`src/verilog/hs_port_map.vh`:
```
`ifndef HS_PORT_MAP_VH
`define HS_PORT_MAP_VH

// ----------------------------------------
// result bus layout
// ----------------------------------------
`define RESULT_BITS 18
`define GROUP_BITS 8
`define GROUP2_BITS 2
`define GROUP_COUNT 3
`define GROUP_COUNT_SHORT 2
`define LAST_GROUP_FULL 2'h2
`define LAST_GROUP_SHORT 2'h1

// ----------------------------------------
// reset values
// ----------------------------------------
`define PHASE_RST 1'b0
`define STROBE_RST 1'b1
`define BYTE_DIS_RST 3'h7
`define GROUP_RST 2'h0

// ----------------------------------------
// timing counts in ref_clk cycles
// ----------------------------------------
`define HALF_PERIOD_CYCLES 1
`define STROBE_CYCLES 2

`endif

```
`src/verilog/converter_byte_handshake_port.v`:
```
// Functional notes
// - latch with request high enters after latch
// - request rise enters now, else after latch
// - handshake blocks latching, ignores request
// - steady request: every conversion latched outside handshake starts handshake
// - disable pins become outputs during handshake
// - ready sensed once per converter period
// - ready high: enable byte, strobe one period
// - falling edge with ready floats the byte
// - half period later raise disable, next byte
// - three groups, or two for short versions
// - final acknowledge leaves handshake mode
// - request low after handshake releases disable pins
// - inactive disable lines rely on pull-ups
// - result delivered as consecutive words of at most 8 bits
// - 18 lines split in groups of eight, eight and two
`timescale 1ns/1ns
`default_nettype none
`include "hs_port_map.vh"

module converter_byte_handshake_port (
	// clock and reset
	input wire ref_clk,
	input wire rst,
	input wire clk_en,
	// conversion side
	input wire result_latch,
	input wire [`RESULT_BITS-1:0] result_in,
	input wire short_version,
	input wire handshake_req,
	// converter phase clock
	output reg converter_phase_clock,
	// handshake pins
	input wire receiver_ready_in,
	input wire chip_disable_load_strobe_in,
	output reg chip_disable_load_strobe_out,
	output reg chip_disable_load_strobe_oe,
	input wire [`GROUP_COUNT-1:0] byte_disable_in,
	output reg [`GROUP_COUNT-1:0] byte_disable_out,
	output reg [`GROUP_COUNT-1:0] byte_disable_oe,
	// result bus
	output wire [`RESULT_BITS-1:0] data_out,
	output wire [`RESULT_BITS-1:0] data_oe,
	// status
	output reg handshake_active
);

	// ----------------------------------------
	// states
	// ----------------------------------------
	localparam [4:0] ST_IDLE = 5'h01;
	localparam [4:0] ST_WAIT = 5'h02;
	localparam [4:0] ST_STROBE = 5'h04;
	localparam [4:0] ST_HOLD = 5'h08;
	localparam [4:0] ST_FLOAT = 5'h10;

	reg [4:0] state_q;
	reg [4:0] state_d;
	reg [1:0] group_q;
	reg [1:0] group_d;
	reg [`GROUP_COUNT-1:0] drive_q;
	reg [`GROUP_COUNT-1:0] drive_d;
	reg [`GROUP_COUNT-1:0] bd_d;
	reg ld_d;
	reg [1:0] strobe_cnt_q;
	reg [1:0] strobe_cnt_d;
	reg req_prev_q;
	reg pend_q;
	reg pend_d;
	reg hs_d;
	reg release_d;
	wire req_rise;
	wire enter;
	wire rise_evt;
	wire fall_evt;
	wire last_group;
	wire load_ok;

	// ----------------------------------------
	// converter clock phase
	// ----------------------------------------
	// next ref_clk edge is a converter rising edge when the phase is low
	assign rise_evt = ~converter_phase_clock;
	assign fall_evt = converter_phase_clock;

	always @(posedge ref_clk or posedge rst) begin
		if (rst)
			converter_phase_clock <= `PHASE_RST;
		else if (clk_en)
			converter_phase_clock <= ~converter_phase_clock;
	end

	// ----------------------------------------
	// entry into handshake mode
	// ----------------------------------------
	assign req_rise = handshake_req & ~req_prev_q;
	assign load_ok = result_latch & ~handshake_active;
	assign enter = ~handshake_active & ~result_latch & (pend_q | req_rise);
	assign last_group = short_version ? (group_q == `LAST_GROUP_SHORT) :
		(group_q == `LAST_GROUP_FULL);

	always @* begin
		pend_d = pend_q;
		if (handshake_active)
			pend_d = 1'b0;
		else if (result_latch & handshake_req)
			pend_d = 1'b1;
		else if (enter)
			pend_d = 1'b0;
	end

	// ----------------------------------------
	// byte sequencer
	// ----------------------------------------
	always @* begin
		state_d = state_q;
		group_d = group_q;
		drive_d = drive_q;
		bd_d = byte_disable_out;
		ld_d = chip_disable_load_strobe_out;
		strobe_cnt_d = strobe_cnt_q;
		hs_d = handshake_active;
		release_d = 1'b0;
		case (state_q)
			ST_IDLE: begin
				if (enter) begin
					hs_d = 1'b1;
					group_d = `GROUP_RST;
					bd_d = `BYTE_DIS_RST;
					ld_d = `STROBE_RST;
					state_d = ST_WAIT;
				end else if (~handshake_req) begin
					release_d = 1'b1;
				end
			end
			ST_WAIT: begin
				if (rise_evt & receiver_ready_in) begin
					drive_d = 3'h0;
					drive_d[group_q] = 1'b1;
					bd_d[group_q] = 1'b0;
					ld_d = 1'b0;
					strobe_cnt_d = 2'h0;
					state_d = ST_STROBE;
				end
			end
			ST_STROBE: begin
				strobe_cnt_d = strobe_cnt_q + 2'h1;
				if (strobe_cnt_q == `STROBE_CYCLES - 1) begin
					ld_d = 1'b1;
					state_d = ST_HOLD;
				end
			end
			ST_HOLD: begin
				if (fall_evt & receiver_ready_in) begin
					drive_d = 3'h0;
					state_d = ST_FLOAT;
				end
			end
			ST_FLOAT: begin
				bd_d[group_q] = 1'b1;
				if (last_group) begin
					hs_d = 1'b0;
					state_d = ST_IDLE;
				end else begin
					group_d = group_q + 2'h1;
					drive_d[group_q + 2'h1] = 1'b1;
					bd_d[group_q + 2'h1] = 1'b0;
					ld_d = 1'b0;
					strobe_cnt_d = 2'h0;
					state_d = ST_STROBE;
				end
			end
			default: begin
				state_d = ST_IDLE;
				hs_d = 1'b0;
				drive_d = 3'h0;
			end
		endcase
	end

	always @(posedge ref_clk or posedge rst) begin
		if (rst) begin
			state_q <= ST_IDLE;
			group_q <= `GROUP_RST;
			drive_q <= 3'h0;
			strobe_cnt_q <= 2'h0;
			req_prev_q <= 1'b0;
			pend_q <= 1'b0;
			handshake_active <= 1'b0;
			byte_disable_out <= `BYTE_DIS_RST;
			chip_disable_load_strobe_out <= `STROBE_RST;
			byte_disable_oe <= 3'h0;
			chip_disable_load_strobe_oe <= 1'b0;
		end else if (clk_en) begin
			state_q <= state_d;
			group_q <= group_d;
			drive_q <= drive_d;
			strobe_cnt_q <= strobe_cnt_d;
			req_prev_q <= handshake_req;
			pend_q <= pend_d;
			handshake_active <= hs_d;
			byte_disable_out <= bd_d;
			chip_disable_load_strobe_out <= ld_d;
			if (hs_d) begin
				byte_disable_oe <= 3'h7;
				chip_disable_load_strobe_oe <= 1'b1;
			end else if (release_d) begin
				// lines float high on their pull-ups
				byte_disable_oe <= 3'h0;
				chip_disable_load_strobe_oe <= 1'b0;
			end
		end
	end

	// ----------------------------------------
	// byte groups
	// ----------------------------------------
	byte_lane #(.WIDTH(`GROUP_BITS)) lane0 (
		.ref_clk(ref_clk),
		.rst(rst),
		.clk_en(clk_en),
		.load(load_ok),
		.d_in(result_in[7:0]),
		.hs_mode(handshake_active),
		.hs_drive(drive_d[0]),
		.chip_dis_in(chip_disable_load_strobe_in),
		.byte_dis_in(byte_disable_in[0]),
		.data_out(data_out[7:0]),
		.data_oe(data_oe[0])
	);

	byte_lane #(.WIDTH(`GROUP_BITS)) lane1 (
		.ref_clk(ref_clk),
		.rst(rst),
		.clk_en(clk_en),
		.load(load_ok),
		.d_in(result_in[15:8]),
		.hs_mode(handshake_active),
		.hs_drive(drive_d[1]),
		.chip_dis_in(chip_disable_load_strobe_in),
		.byte_dis_in(byte_disable_in[1]),
		.data_out(data_out[15:8]),
		.data_oe(data_oe[8])
	);

	byte_lane #(.WIDTH(`GROUP2_BITS)) lane2 (
		.ref_clk(ref_clk),
		.rst(rst),
		.clk_en(clk_en),
		.load(load_ok),
		.d_in(result_in[17:16]),
		.hs_mode(handshake_active),
		.hs_drive(drive_d[2]),
		.chip_dis_in(chip_disable_load_strobe_in),
		.byte_dis_in(byte_disable_in[2]),
		.data_out(data_out[17:16]),
		.data_oe(data_oe[16])
	);

	assign data_oe[7:1] = {7{data_oe[0]}};
	assign data_oe[15:9] = {7{data_oe[8]}};
	assign data_oe[17] = data_oe[16];

endmodule

`default_nettype wire

```
`src/verilog/byte_lane.v`:
```
`timescale 1ns/1ns
`default_nettype none

module byte_lane #(
	parameter WIDTH = 8
) (
	// clock and reset
	input wire ref_clk,
	input wire rst,
	input wire clk_en,
	// data capture
	input wire load,
	input wire [WIDTH-1:0] d_in,
	// enable control
	input wire hs_mode,
	input wire hs_drive,
	input wire chip_dis_in,
	input wire byte_dis_in,
	// bus pins
	output reg [WIDTH-1:0] data_out,
	output reg data_oe
);

	// ----------------------------------------
	// latched data and three-state control
	// ----------------------------------------
	always @(posedge ref_clk or posedge rst) begin
		if (rst) begin
			data_out <= {WIDTH{1'b0}};
			data_oe <= 1'b0;
		end else if (clk_en) begin
			if (load)
				data_out <= d_in;
			if (hs_mode)
				data_oe <= hs_drive;
			else
				data_oe <= ~chip_dis_in & ~byte_dis_in;
		end
	end

endmodule

`default_nettype wire

```
`config.mk`:
```
export PLATFORM = sky130hd
export DESIGN_NAME = converter_byte_handshake_port
export DESIGN_NICKNAME = d
export VERILOG_FILES = /design/src/verilog/converter_byte_handshake_port.v /design/src/verilog/byte_lane.v
export VERILOG_INCLUDE_DIRS = /design/src /design/src/verilog
export SDC_FILE = /design/constraint.sdc
export NUM_CORES = 1
export LEC_CHECK = 0
export ABC_AREA = 1
export BUFFER_PORTS_ARGS = -buffer_cell sky130_fd_sc_hd__buf_2
export CORE_MARGIN = 2
export CORE_UTILIZATION = 35
export DETAILED_ROUTE_END_ITERATION = 8
export GPL_ROUTABILITY_DRIVEN = 0
export SETUP_SLACK_MARGIN = 0.02
export SYNTH_ARGS = -nofsm -noshare
export SYNTH_HDL_FRONTEND = slang
export SYNTH_SLANG_ARGS = --single-unit
```
`constraint.sdc`:
```
create_clock -name ref_clk -period 1.8 [get_ports ref_clk]
set_clock_uncertainty 0.15 [all_clocks]
set_input_delay 0.54 -clock ref_clk [delete_from_list [all_inputs] [get_ports ref_clk]]
set_output_delay 0.54 -clock ref_clk [all_outputs]
set_load 0.005 [all_outputs]
```
==> results.md, run 1 <==
Power and ir drop:
- The leakage power is 1.51 nW.
- The completed layout was analyzed and its total power is 4.31 mW.
- The total power divided by cell area is ~1500 nW/µm².
- The worst vdd rail ir drop is 0.431 mV.

Final layout:
- The repair_antennas step left the layout with diodes totalling 0.
- The synthesis-to-layout area growth is 20.3%.
- The final layout net count is between 300 and 400.
- The library cell used most frequently in the layout, excluding fill and tap cells, is sky130_fd_sc_hd__buf_2.
- The final instance area is 2940 µm².
- Leaving out fill and tap cells, the most frequent cells in the layout are sky130_fd_sc_hd__buf_2 (74), sky130_fd_sc_hd__nand2_1 (73), sky130_fd_sc_hd__dfrtp_1 (35).
- Cells with a size suffix above 1 make up between 40% and 50% of the layout.

Placement:
- The count of buffers added on input and output ports is 74.
- The placed wire-length estimate after detailed placement is 4.17 mm.
- After detailed placement, the total cell area comes to ~2800 µm².

Timing:
- The final max-slew violation count is 0.
- Based on the critical path, the design can be clocked at up to 590 MHz.
- The part of the cycle the worst path needs is 94.1%.
- The time the final worst path needs with I/O delays and setup is 1.69 ns.
- The tightest hold path in the finished design has a slack of 0.0125 ns.
- The worst pin sits at a relative slew slack of 72.1%.
- Setup repair after global routing could not meet its margin everywhere.
- Setup violations remaining at the end of the flow were counted as 0.
- For the pin with the worst max-slew slack, the measured transition is 0.416 ns.
- The number of hold-slack violations in the final timing report is 0.

Synthesis:
- For this run, the number of Yosys warnings is 0.
- Sorting the synthesized cells by area gives the leading types as sky130_fd_sc_hd__dfrtp_1 (38%), sky130_fd_sc_hd__nand2_1 (12%), sky130_fd_sc_hd__mux2_2 (8.3%).
- In the synthesized netlist the async set-or-reset flop fraction comes to 100%.
- The synthesized flop and latch total is 42.
- The share of the Yosys chip area taken by registers is between 40% and 50%.
- The total standard cell area after synthesis is 2440 µm².
- Counting distinct cell types in the post-synthesis netlist gives 29.
- The number of nets handed over by synthesis was 325.
- Counting flops with a built-in enable in the synthesized netlist gives 0.
- The gate count after technology mapping is between 200 and 300.
- The synthesized area divided by synthesized cell count is 8.41 µm².
- sky130_fd_sc_hd__dfrtp_1 takes more of the synthesized area than any other cell.
- In the synthesized netlist the dominant register cell turns out to be sky130_fd_sc_hd__dfrtp_1.
- After synthesis, the largest area contributor takes up 37.9% of total cell area.

Route:
- The via total after detailed routing is 2068.
- The detailed-route vias per instance is ~4.8.
- The number of iterations in the first detailed-routing pass is 4.
- The wire length per cell after detailed routing is 12.7 µm.
- The antenna violation net count after detailed routing is 0.
- In this run, the number of DRC markers left after iteration 0 of detailed routing was 112.
- After detailed routing, the number of remaining DRC violations is 0.
- Summed over all layers, the routed wires come to 5.50 mm.

Setup path:
- In this run the critical register-to-register path is launched from state_q[0].
- The sort of element at the start of the critical path is a flip-flop.
- The capturing element of the worst setup path is state_q[1].
- For the worst setup path, the data arrival time is 1.74 ns.
- The worst flop-to-flop path endpoint is state_q[1].
- In this design, the critical path's most frequently occurring cell is sky130_fd_sc_hd__nand2_2.
- Traced cell by cell, the critical path runs through inv_2 > nor2_4 > nand3_4 > inv_4 > nand2_2 > nand2_2 > nor2_2 > nand2_2 > o21ai_1.
- The number of cells on the critical path is 9.
- Among cell families on the critical path, the largest total delay comes from simple AND/OR/NAND/NOR gates.
- The classification of the worst setup path is reg -> reg.
- Together, buffers and inverters on the worst path number 2.
- STA classifies the critical path endpoint as a flip-flop.
- The largest fanout of any net on the critical path is 5.
- The largest individual stage delay along the critical path comes from the cell sky130_fd_sc_hd__dfstp_2.
- The cell depth of the worst flop-to-flop path is 9.
- The worst path required time is between 1.5 and 2 ns.
- The worst setup slack for register-to-register paths is around 0.11 ns.
- The first element of the critical path is state_q[0].
- On the worst path, the slowest cell contributes a delay of approximately 0.59 ns.

Clock tree:
- The number of CTS-inserted buffers is 5.
- The clock drives 42 sinks.
- The maximum buffer depth of the clock tree is 2.
- At the later pin of the worst-skew pair, clock insertion delay measures roughly 0.3 ns.
- The number of H-tree levels is 2.
- The tree is rooted in a sky130_fd_sc_hd__clkbuf_8.
- TritonCTS built the clock tree.
- Clock-pin slew was measured on the worst setup and hold paths at 0.09 ns.

Global route:
- The number of global-route vias before repair came to approximately 1800.
- The first global-routing pass estimated 8.63 mm of wire.
- Global routing consumed, over all layers together, 14.7% of the routing resources.
- The number of antenna violations at the first check in global routing is 0.
- The pin count of the biggest net entering global routing is 20.
- Global routing finished with a remaining overflow of 0.

Die:
- In this run the vertical extent of the chip is around 90 µm.
- The die area is 7650 µm².
- In this run the standard cell core region covers 6760 µm².
- The chip width is 87.5 µm.
- In this run the core area contains 30 standard-cell rows.
- Once the floorplan was initialized, standard cells occupied 36.1% of the core.
- The number of placed I/O pins is 75.

Run status:
- The flow ran to the end, and the final reports show no timing, DRC or antenna violations.

Run:
- The count of max-cap constraint violations is 0.

Hold path:
- The tightest min-delay check is of the in -> async type.
-- registers in the layout (all words and copies together), names as in the netlist, 2 cells and up --
signal and count:
drive_q 3, lane2.data_out 2, lane1.data_out 8, byte_disable_out 3
state_q 5, group_q 2, lane0.data_out 8, strobe_cnt_q 2
-- cells in the mapped netlist (5+ instances only) --
library cell	count
sky130_fd_sc_hd__nand2_1	75
sky130_fd_sc_hd__dfrtp_1	37
sky130_fd_sc_hd__nor2_1	26
sky130_fd_sc_hd__buf_4	21
sky130_fd_sc_hd__inv_1	21
sky130_fd_sc_hd__nand3_1	20
sky130_fd_sc_hd__mux2_2	18
sky130_fd_sc_hd__o21ai_1	11
sky130_fd_sc_hd__o21ai_0	10
sky130_fd_sc_hd__ha_1	6
sky130_fd_sc_hd__a21oi_1	5
sky130_fd_sc_hd__dfstp_2	5
sky130_fd_sc_hd__inv_2	5
-- cell families (layout without fill, tap and decap cells) --
group | count (synthesis) | after routing | synth area share (%)
XOR/XNOR | 1 | 1 | 0.359
multiplexers | 18 | 18 | 8.31
adder cells (fa/ha/maj) | 6 | 6 | 3.08
buffers and inverters | 52 | 114 | 11.6
flip-flops | 42 | 42 | 43.3
AND/OR/NAND/NOR | 141 | 142 | 26.7
AO/OA/AOI/OAI | 30 | 30 | 6.56
-- cell type report --
type / count / area (µm²)
fillers: 702 / 3820
multi-input cells: 197 / 1140
flip-flops and latches: 42 / 1060
repair buffers: 80 / 415
inverters: 26 / 103
well taps: 80 / 100
clock buffers: 5 / 68.8
clock inverters: 3 / 43.8
-- worst min-delay path by stage --
stage                        start                   to
3_3_place_gp   byte_disable_out[2]  byte_disable_out[2]
6_report                       rst      strobe_cnt_q[0]
4_1_cts                        rst      strobe_cnt_q[0]
2_1_floorplan               pend_q               pend_q
3_5_place_dp   byte_disable_out[2]  byte_disable_out[2]
5_1_grt                        rst      strobe_cnt_q[0]
-- through the flow --
| stage | instances | utilization (%) | setup WS [ns] | setup TNS, ns |
|---|---|---|---|---|
| 2_1_floorplan | 290 | - | 0.144 | 0 |
| 5_1_grt | 433 | 43.4 | 0.0149 | 0 |
| 3_5_place_dp | 422 | 40.8 | -0.0493 | -0.196 |
| 6_report | 433 | 43.4 | 0.106 | 0 |
| 4_1_cts | 430 | 42.4 | 0.0805 | 0 |
| 3_3_place_gp | 422 | 40.8 | 0.0192 | 0 |
-- where the power goes --
group / total (mW) / switching (mW) / internal, mW
clock: 0.780 / 0.363 / 0.416
sequential: 1.57 / 0.261 / 1.31
combinational: 1.96 / 1.13 / 0.829
-- worst register-to-register path, delay by kind of cell (launching register included) --
kind                   cells  cell delay (ns)
AND/OR/NAND/NOR            6             0.61
flip-flops                 1             0.59
buffers and inverters      2             0.15
AO/OA/AOI/OAI              1             0.08
-- repair_timing --
item,in CTS,in global routing
hold buffers,0,0
resized for setup,0,16
setup endpoints to repair,0,20
setup buffers,0,2
-- per-layer routing --
layer  global-route usage, %  share of wire [%]  up-vias
met5                       0                  0        -
met4                    6.29                2.4        0
met3                    2.75                3.3       11
met2                    23.1                 48       46
met1                    19.7                 47      972
li1                        -                  -     1039
No activity file was read; power rests on OpenSTA's default activity.
==> run 2: changes to the inputs <==
Settings changed: BUFFER_PORTS_ARGS -buffer_cell sky130_fd_sc_hd__buf_2 to unset, CORE_UTILIZATION 35 to 45, CTS_CLUSTER_SIZE set to 24, DONT_BUFFER_PORTS set to 1.
==> run 2 against run 1 <==
The flow now finishes with violations (negative hold slack). Die area is 21% lower. Critical endpoint is now state_q[3]. Maximum frequency increased by 0.97%. Sequential share of layout area is 5.9 points higher. Via count decreased by 15%. Core utilization grew 5.2 points.
==> results.md, run 2 (synthesis results as in run 1) <==
Setup path:
- The kind of cell adding the most delay to the critical path is simple AND/OR/NAND/NOR gates.
- The number of buffer and inverter instances along the worst setup path is 2 (unchanged).
- The cell depth of the worst flop-to-flop path is 9 (unchanged).
- The sort of element at the start of the critical path is a flip-flop.
- The largest incremental delay on the critical path is 0.56 ns (-0.03 ns).
- The cell with the largest stage delay on the worst path is sky130_fd_sc_hd__dfstp_2.
- The largest fanout of any net on the critical path is 5 (unchanged).
- The worst flop-to-flop path endpoint is state_q[3].
- Traced cell by cell, the critical path runs through inv_1 > nor2_2 > nand3_2 > inv_2 > nand2_2 > nand2_2 > nor2_2 > nand2_2 > o21ai_1.
- The critical path data arrival time is 1.71 ns (-0.03 ns).
- STA classifies the critical path endpoint as a flip-flop.
- The number of cells on the critical path is 9 (unchanged).
- The worst register-to-register path begins at state_q[0].
- The most frequent cell on the critical path is sky130_fd_sc_hd__nand2_2.
- The worst path required time is 1.83 ns (about the same).
- The worst setup slack for register-to-register paths came to 0.12 ns (+0.02 ns).
- The classification of the worst setup path is reg -> reg.

Die:
- The placement row count was 26 (-13%).
- The area of the core was 5170 µm² (-23%).
- The die area was 6030 µm² (-21%).
- The floorplan die height is 77.6 µm (-11%).
- The chip width is 77.6 µm (-11%).
- The effective utilization at floorplan is 47.2% (+11 points).
- The number of placed I/O pins was 75 (unchanged).

Route:
- The detailed-route vias per instance is 5.01 (+5.0%).
- The number of design-rule violations left by the first detailed-router iteration is 73 (-35%).
- The post-detailed-route DRC marker count was 0 (unchanged).
- The wire length per cell after detailed routing came to 13.7 µm (+8.2%).
- The overall routed net length is 4.82 mm (-12%).
- The via total after detailed routing is 1760 (-15%).
- The antenna violation net count after detailed routing is 0 (unchanged).
- The number of iterations in the first detailed-routing pass came to 4 (unchanged).

Clock tree:
- TritonCTS built the clock tree.
- The number of H-tree levels is 2 (unchanged).
- The clock latency reported for the late side of the worst-skew pair is 0.30 ns (about the same).
- The maximum buffer depth of the clock tree is 2 (unchanged).
- The clock edge transition at the registers on the reported setup and hold paths is 0.08 ns (about the same).
- The root buffer cell is sky130_fd_sc_hd__clkbuf_8.
- The number of sinks driven by the clock tree was 42 (unchanged).
- The number of CTS-inserted buffers is 5 (unchanged).

Placement:
- The worst setup timing slack at the placement stage was 0.0855 ns (+0.135 ns).
- The cell area after placement is 2380 µm² (-13%).
- The count of port buffers added during placement came to 0 (-100%).
- The placed wire-length estimate after detailed placement is 3.47 mm (-17%).

Run:
- The count of max-cap constraint violations came to 0 (unchanged).

Timing:
- The remaining max-slew budget at the tightest pin came to 71.7% (-0.42 points).
- The worst-margin pin slew came to 0.424 ns (+0.00836 ns).
- The part of the cycle the worst path needs is 93.2% (-0.91 points).
- Setup repair after global routing left no endpoint under its margin.
- The post-route setup TNS is 0 ns (unchanged).
- The final-layout worst hold slack is -0.00338 ns (-0.0159 ns).
- The final setup violation count was 0 (unchanged).
- The final max-slew violation count is 0 (unchanged).
- The post-route worst setup slack is 0.123 ns (+0.0163 ns).
- The achievable frequency is 596 MHz (+0.97%).
- The number of hold-slack violations in the final timing report is 3 (+3).
- The time the final worst path needs with I/O delays and setup is 1.68 ns (-0.0163 ns).

Final layout:
- The final instance area is 2520 µm² (-14%).
- The final layout net count is 315 (-19%).
- In the final layout, the registers with the most flip-flops are lane0.data_out (8), lane1.data_out (8), state_q (5).
- The count of inserted antenna diode cells is 0 (unchanged).
- The library cells used most frequently in the layout, excluding fill and tap cells, are sky130_fd_sc_hd__nand2_1 (74), sky130_fd_sc_hd__dfrtp_1 (37), sky130_fd_sc_hd__nor2_1 (24).
- The area growth from synthesis to layout is 3.23%.
- Leaving out fill and tap cells, the most frequent cell in the layout is sky130_fd_sc_hd__nand2_1.
- The layout cell share with drive strength beyond 1 is 23.8% (-17 points).

Run status:
- The final reports fail on negative hold slack.
- The run finished, with violations left.

Power and ir drop:
- The overall power is 3.77 mW (-12%).
- The worst vdd rail ir drop is 0.840 mV (+95%).
- The total power divided by cell area is 1500 nW/µm² (+2.1%).
- The leakage power is 1.20 nW (-21%).

Hold path:
- The type of the tightest min-delay check is in -> async.

Global route:
- The overall fraction of global-route tracks in use is 17.2% (+2.5 points).
- The pin count of the biggest net entering global routing was 43 (+110%).
- The global-route wire length before repair is 8.15 mm (-5.5%).
- The sum of overflow across all layers after global routing came to 0 (unchanged).
- The number of antenna violations at the first check in global routing is 0 (unchanged).
- The number of global-route vias before repair was 1738 (-3.3%).
run 2: cell type report:
class	instances	area, µm²
flip-flops and latches	42	1060
multi-input cells	197	1120
clock inverters	2	13.8
clock buffers	6	72.6
fillers	508	2650
repair buffers	8	72.6
inverters	26	97.6
well taps	70	87.6
run 2: per-stage QoR:
step / util (%) / std cells
after CTS: 47.8 / 346
after floorplan: - / 290
after detailed placement: 46.1 / 338
after global routing: 48.7 / 351
final: 48.7 / 351
after global placement: 46.1 / 338
run 2: layer usage:
| layer | GRT usage (%) | vias to the layer above | wire, µm |
|---|---|---|---|
| met5 | 0 | - | 0 |
| met1 | 22.5 | 811 | 2210 |
| li1 | - | 893 | - |
| met4 | 7.14 | 0 | 111 |
| met2 | 27.0 | 46 | 2180 |
| met3 | 4.30 | 10 | 317 |
run 2: timing repair:
| item | 4_1_cts | 5_1_grt |
|---|---|---|
| resized for setup | 0 | 6 |
| endpoints found under the setup margin | 0 | 17 |
| hold endpoints to repair | 0 | 0 |
| setup buffers | 0 | 4 |
| hold buffers | 0 | 0 |
run 2: where the power goes:
part	total, mW	switching [mW]	internal (mW)	leakage (nW)
clock network	0.612	0.338	0.274	0.0452
registers	1.62	0.313	1.31	0.515
logic	1.54	0.925	0.615	0.640
run 2: how the worst max path moves through the flow:
stage | startpoint | end | slack, ns
3_3_place_gp | state_q[0] | group_q[0] | 0.11
3_5_place_dp | handshake_req | state_q[4] | 0.09
4_1_cts | state_q[0] | state_q[4] | 0.1
2_1_floorplan | rst | byte_disable_oe[1] | 0.14
6_report | state_q[0] | state_q[3] | 0.12
5_1_grt | state_q[0] | state_q[2] | 0.008
run 2: worst reg2reg max path, cell delays in order (launching register included):
cell                      delay (ns)
sky130_fd_sc_hd__dfstp_2        0.56
sky130_fd_sc_hd__inv_1          0.08
sky130_fd_sc_hd__nor2_2         0.09
sky130_fd_sc_hd__nand3_2        0.13
sky130_fd_sc_hd__inv_2          0.11
sky130_fd_sc_hd__nand2_2        0.10
sky130_fd_sc_hd__nand2_2        0.10
sky130_fd_sc_hd__nor2_2         0.06
sky130_fd_sc_hd__nand2_2        0.12
sky130_fd_sc_hd__o21ai_1        0.07
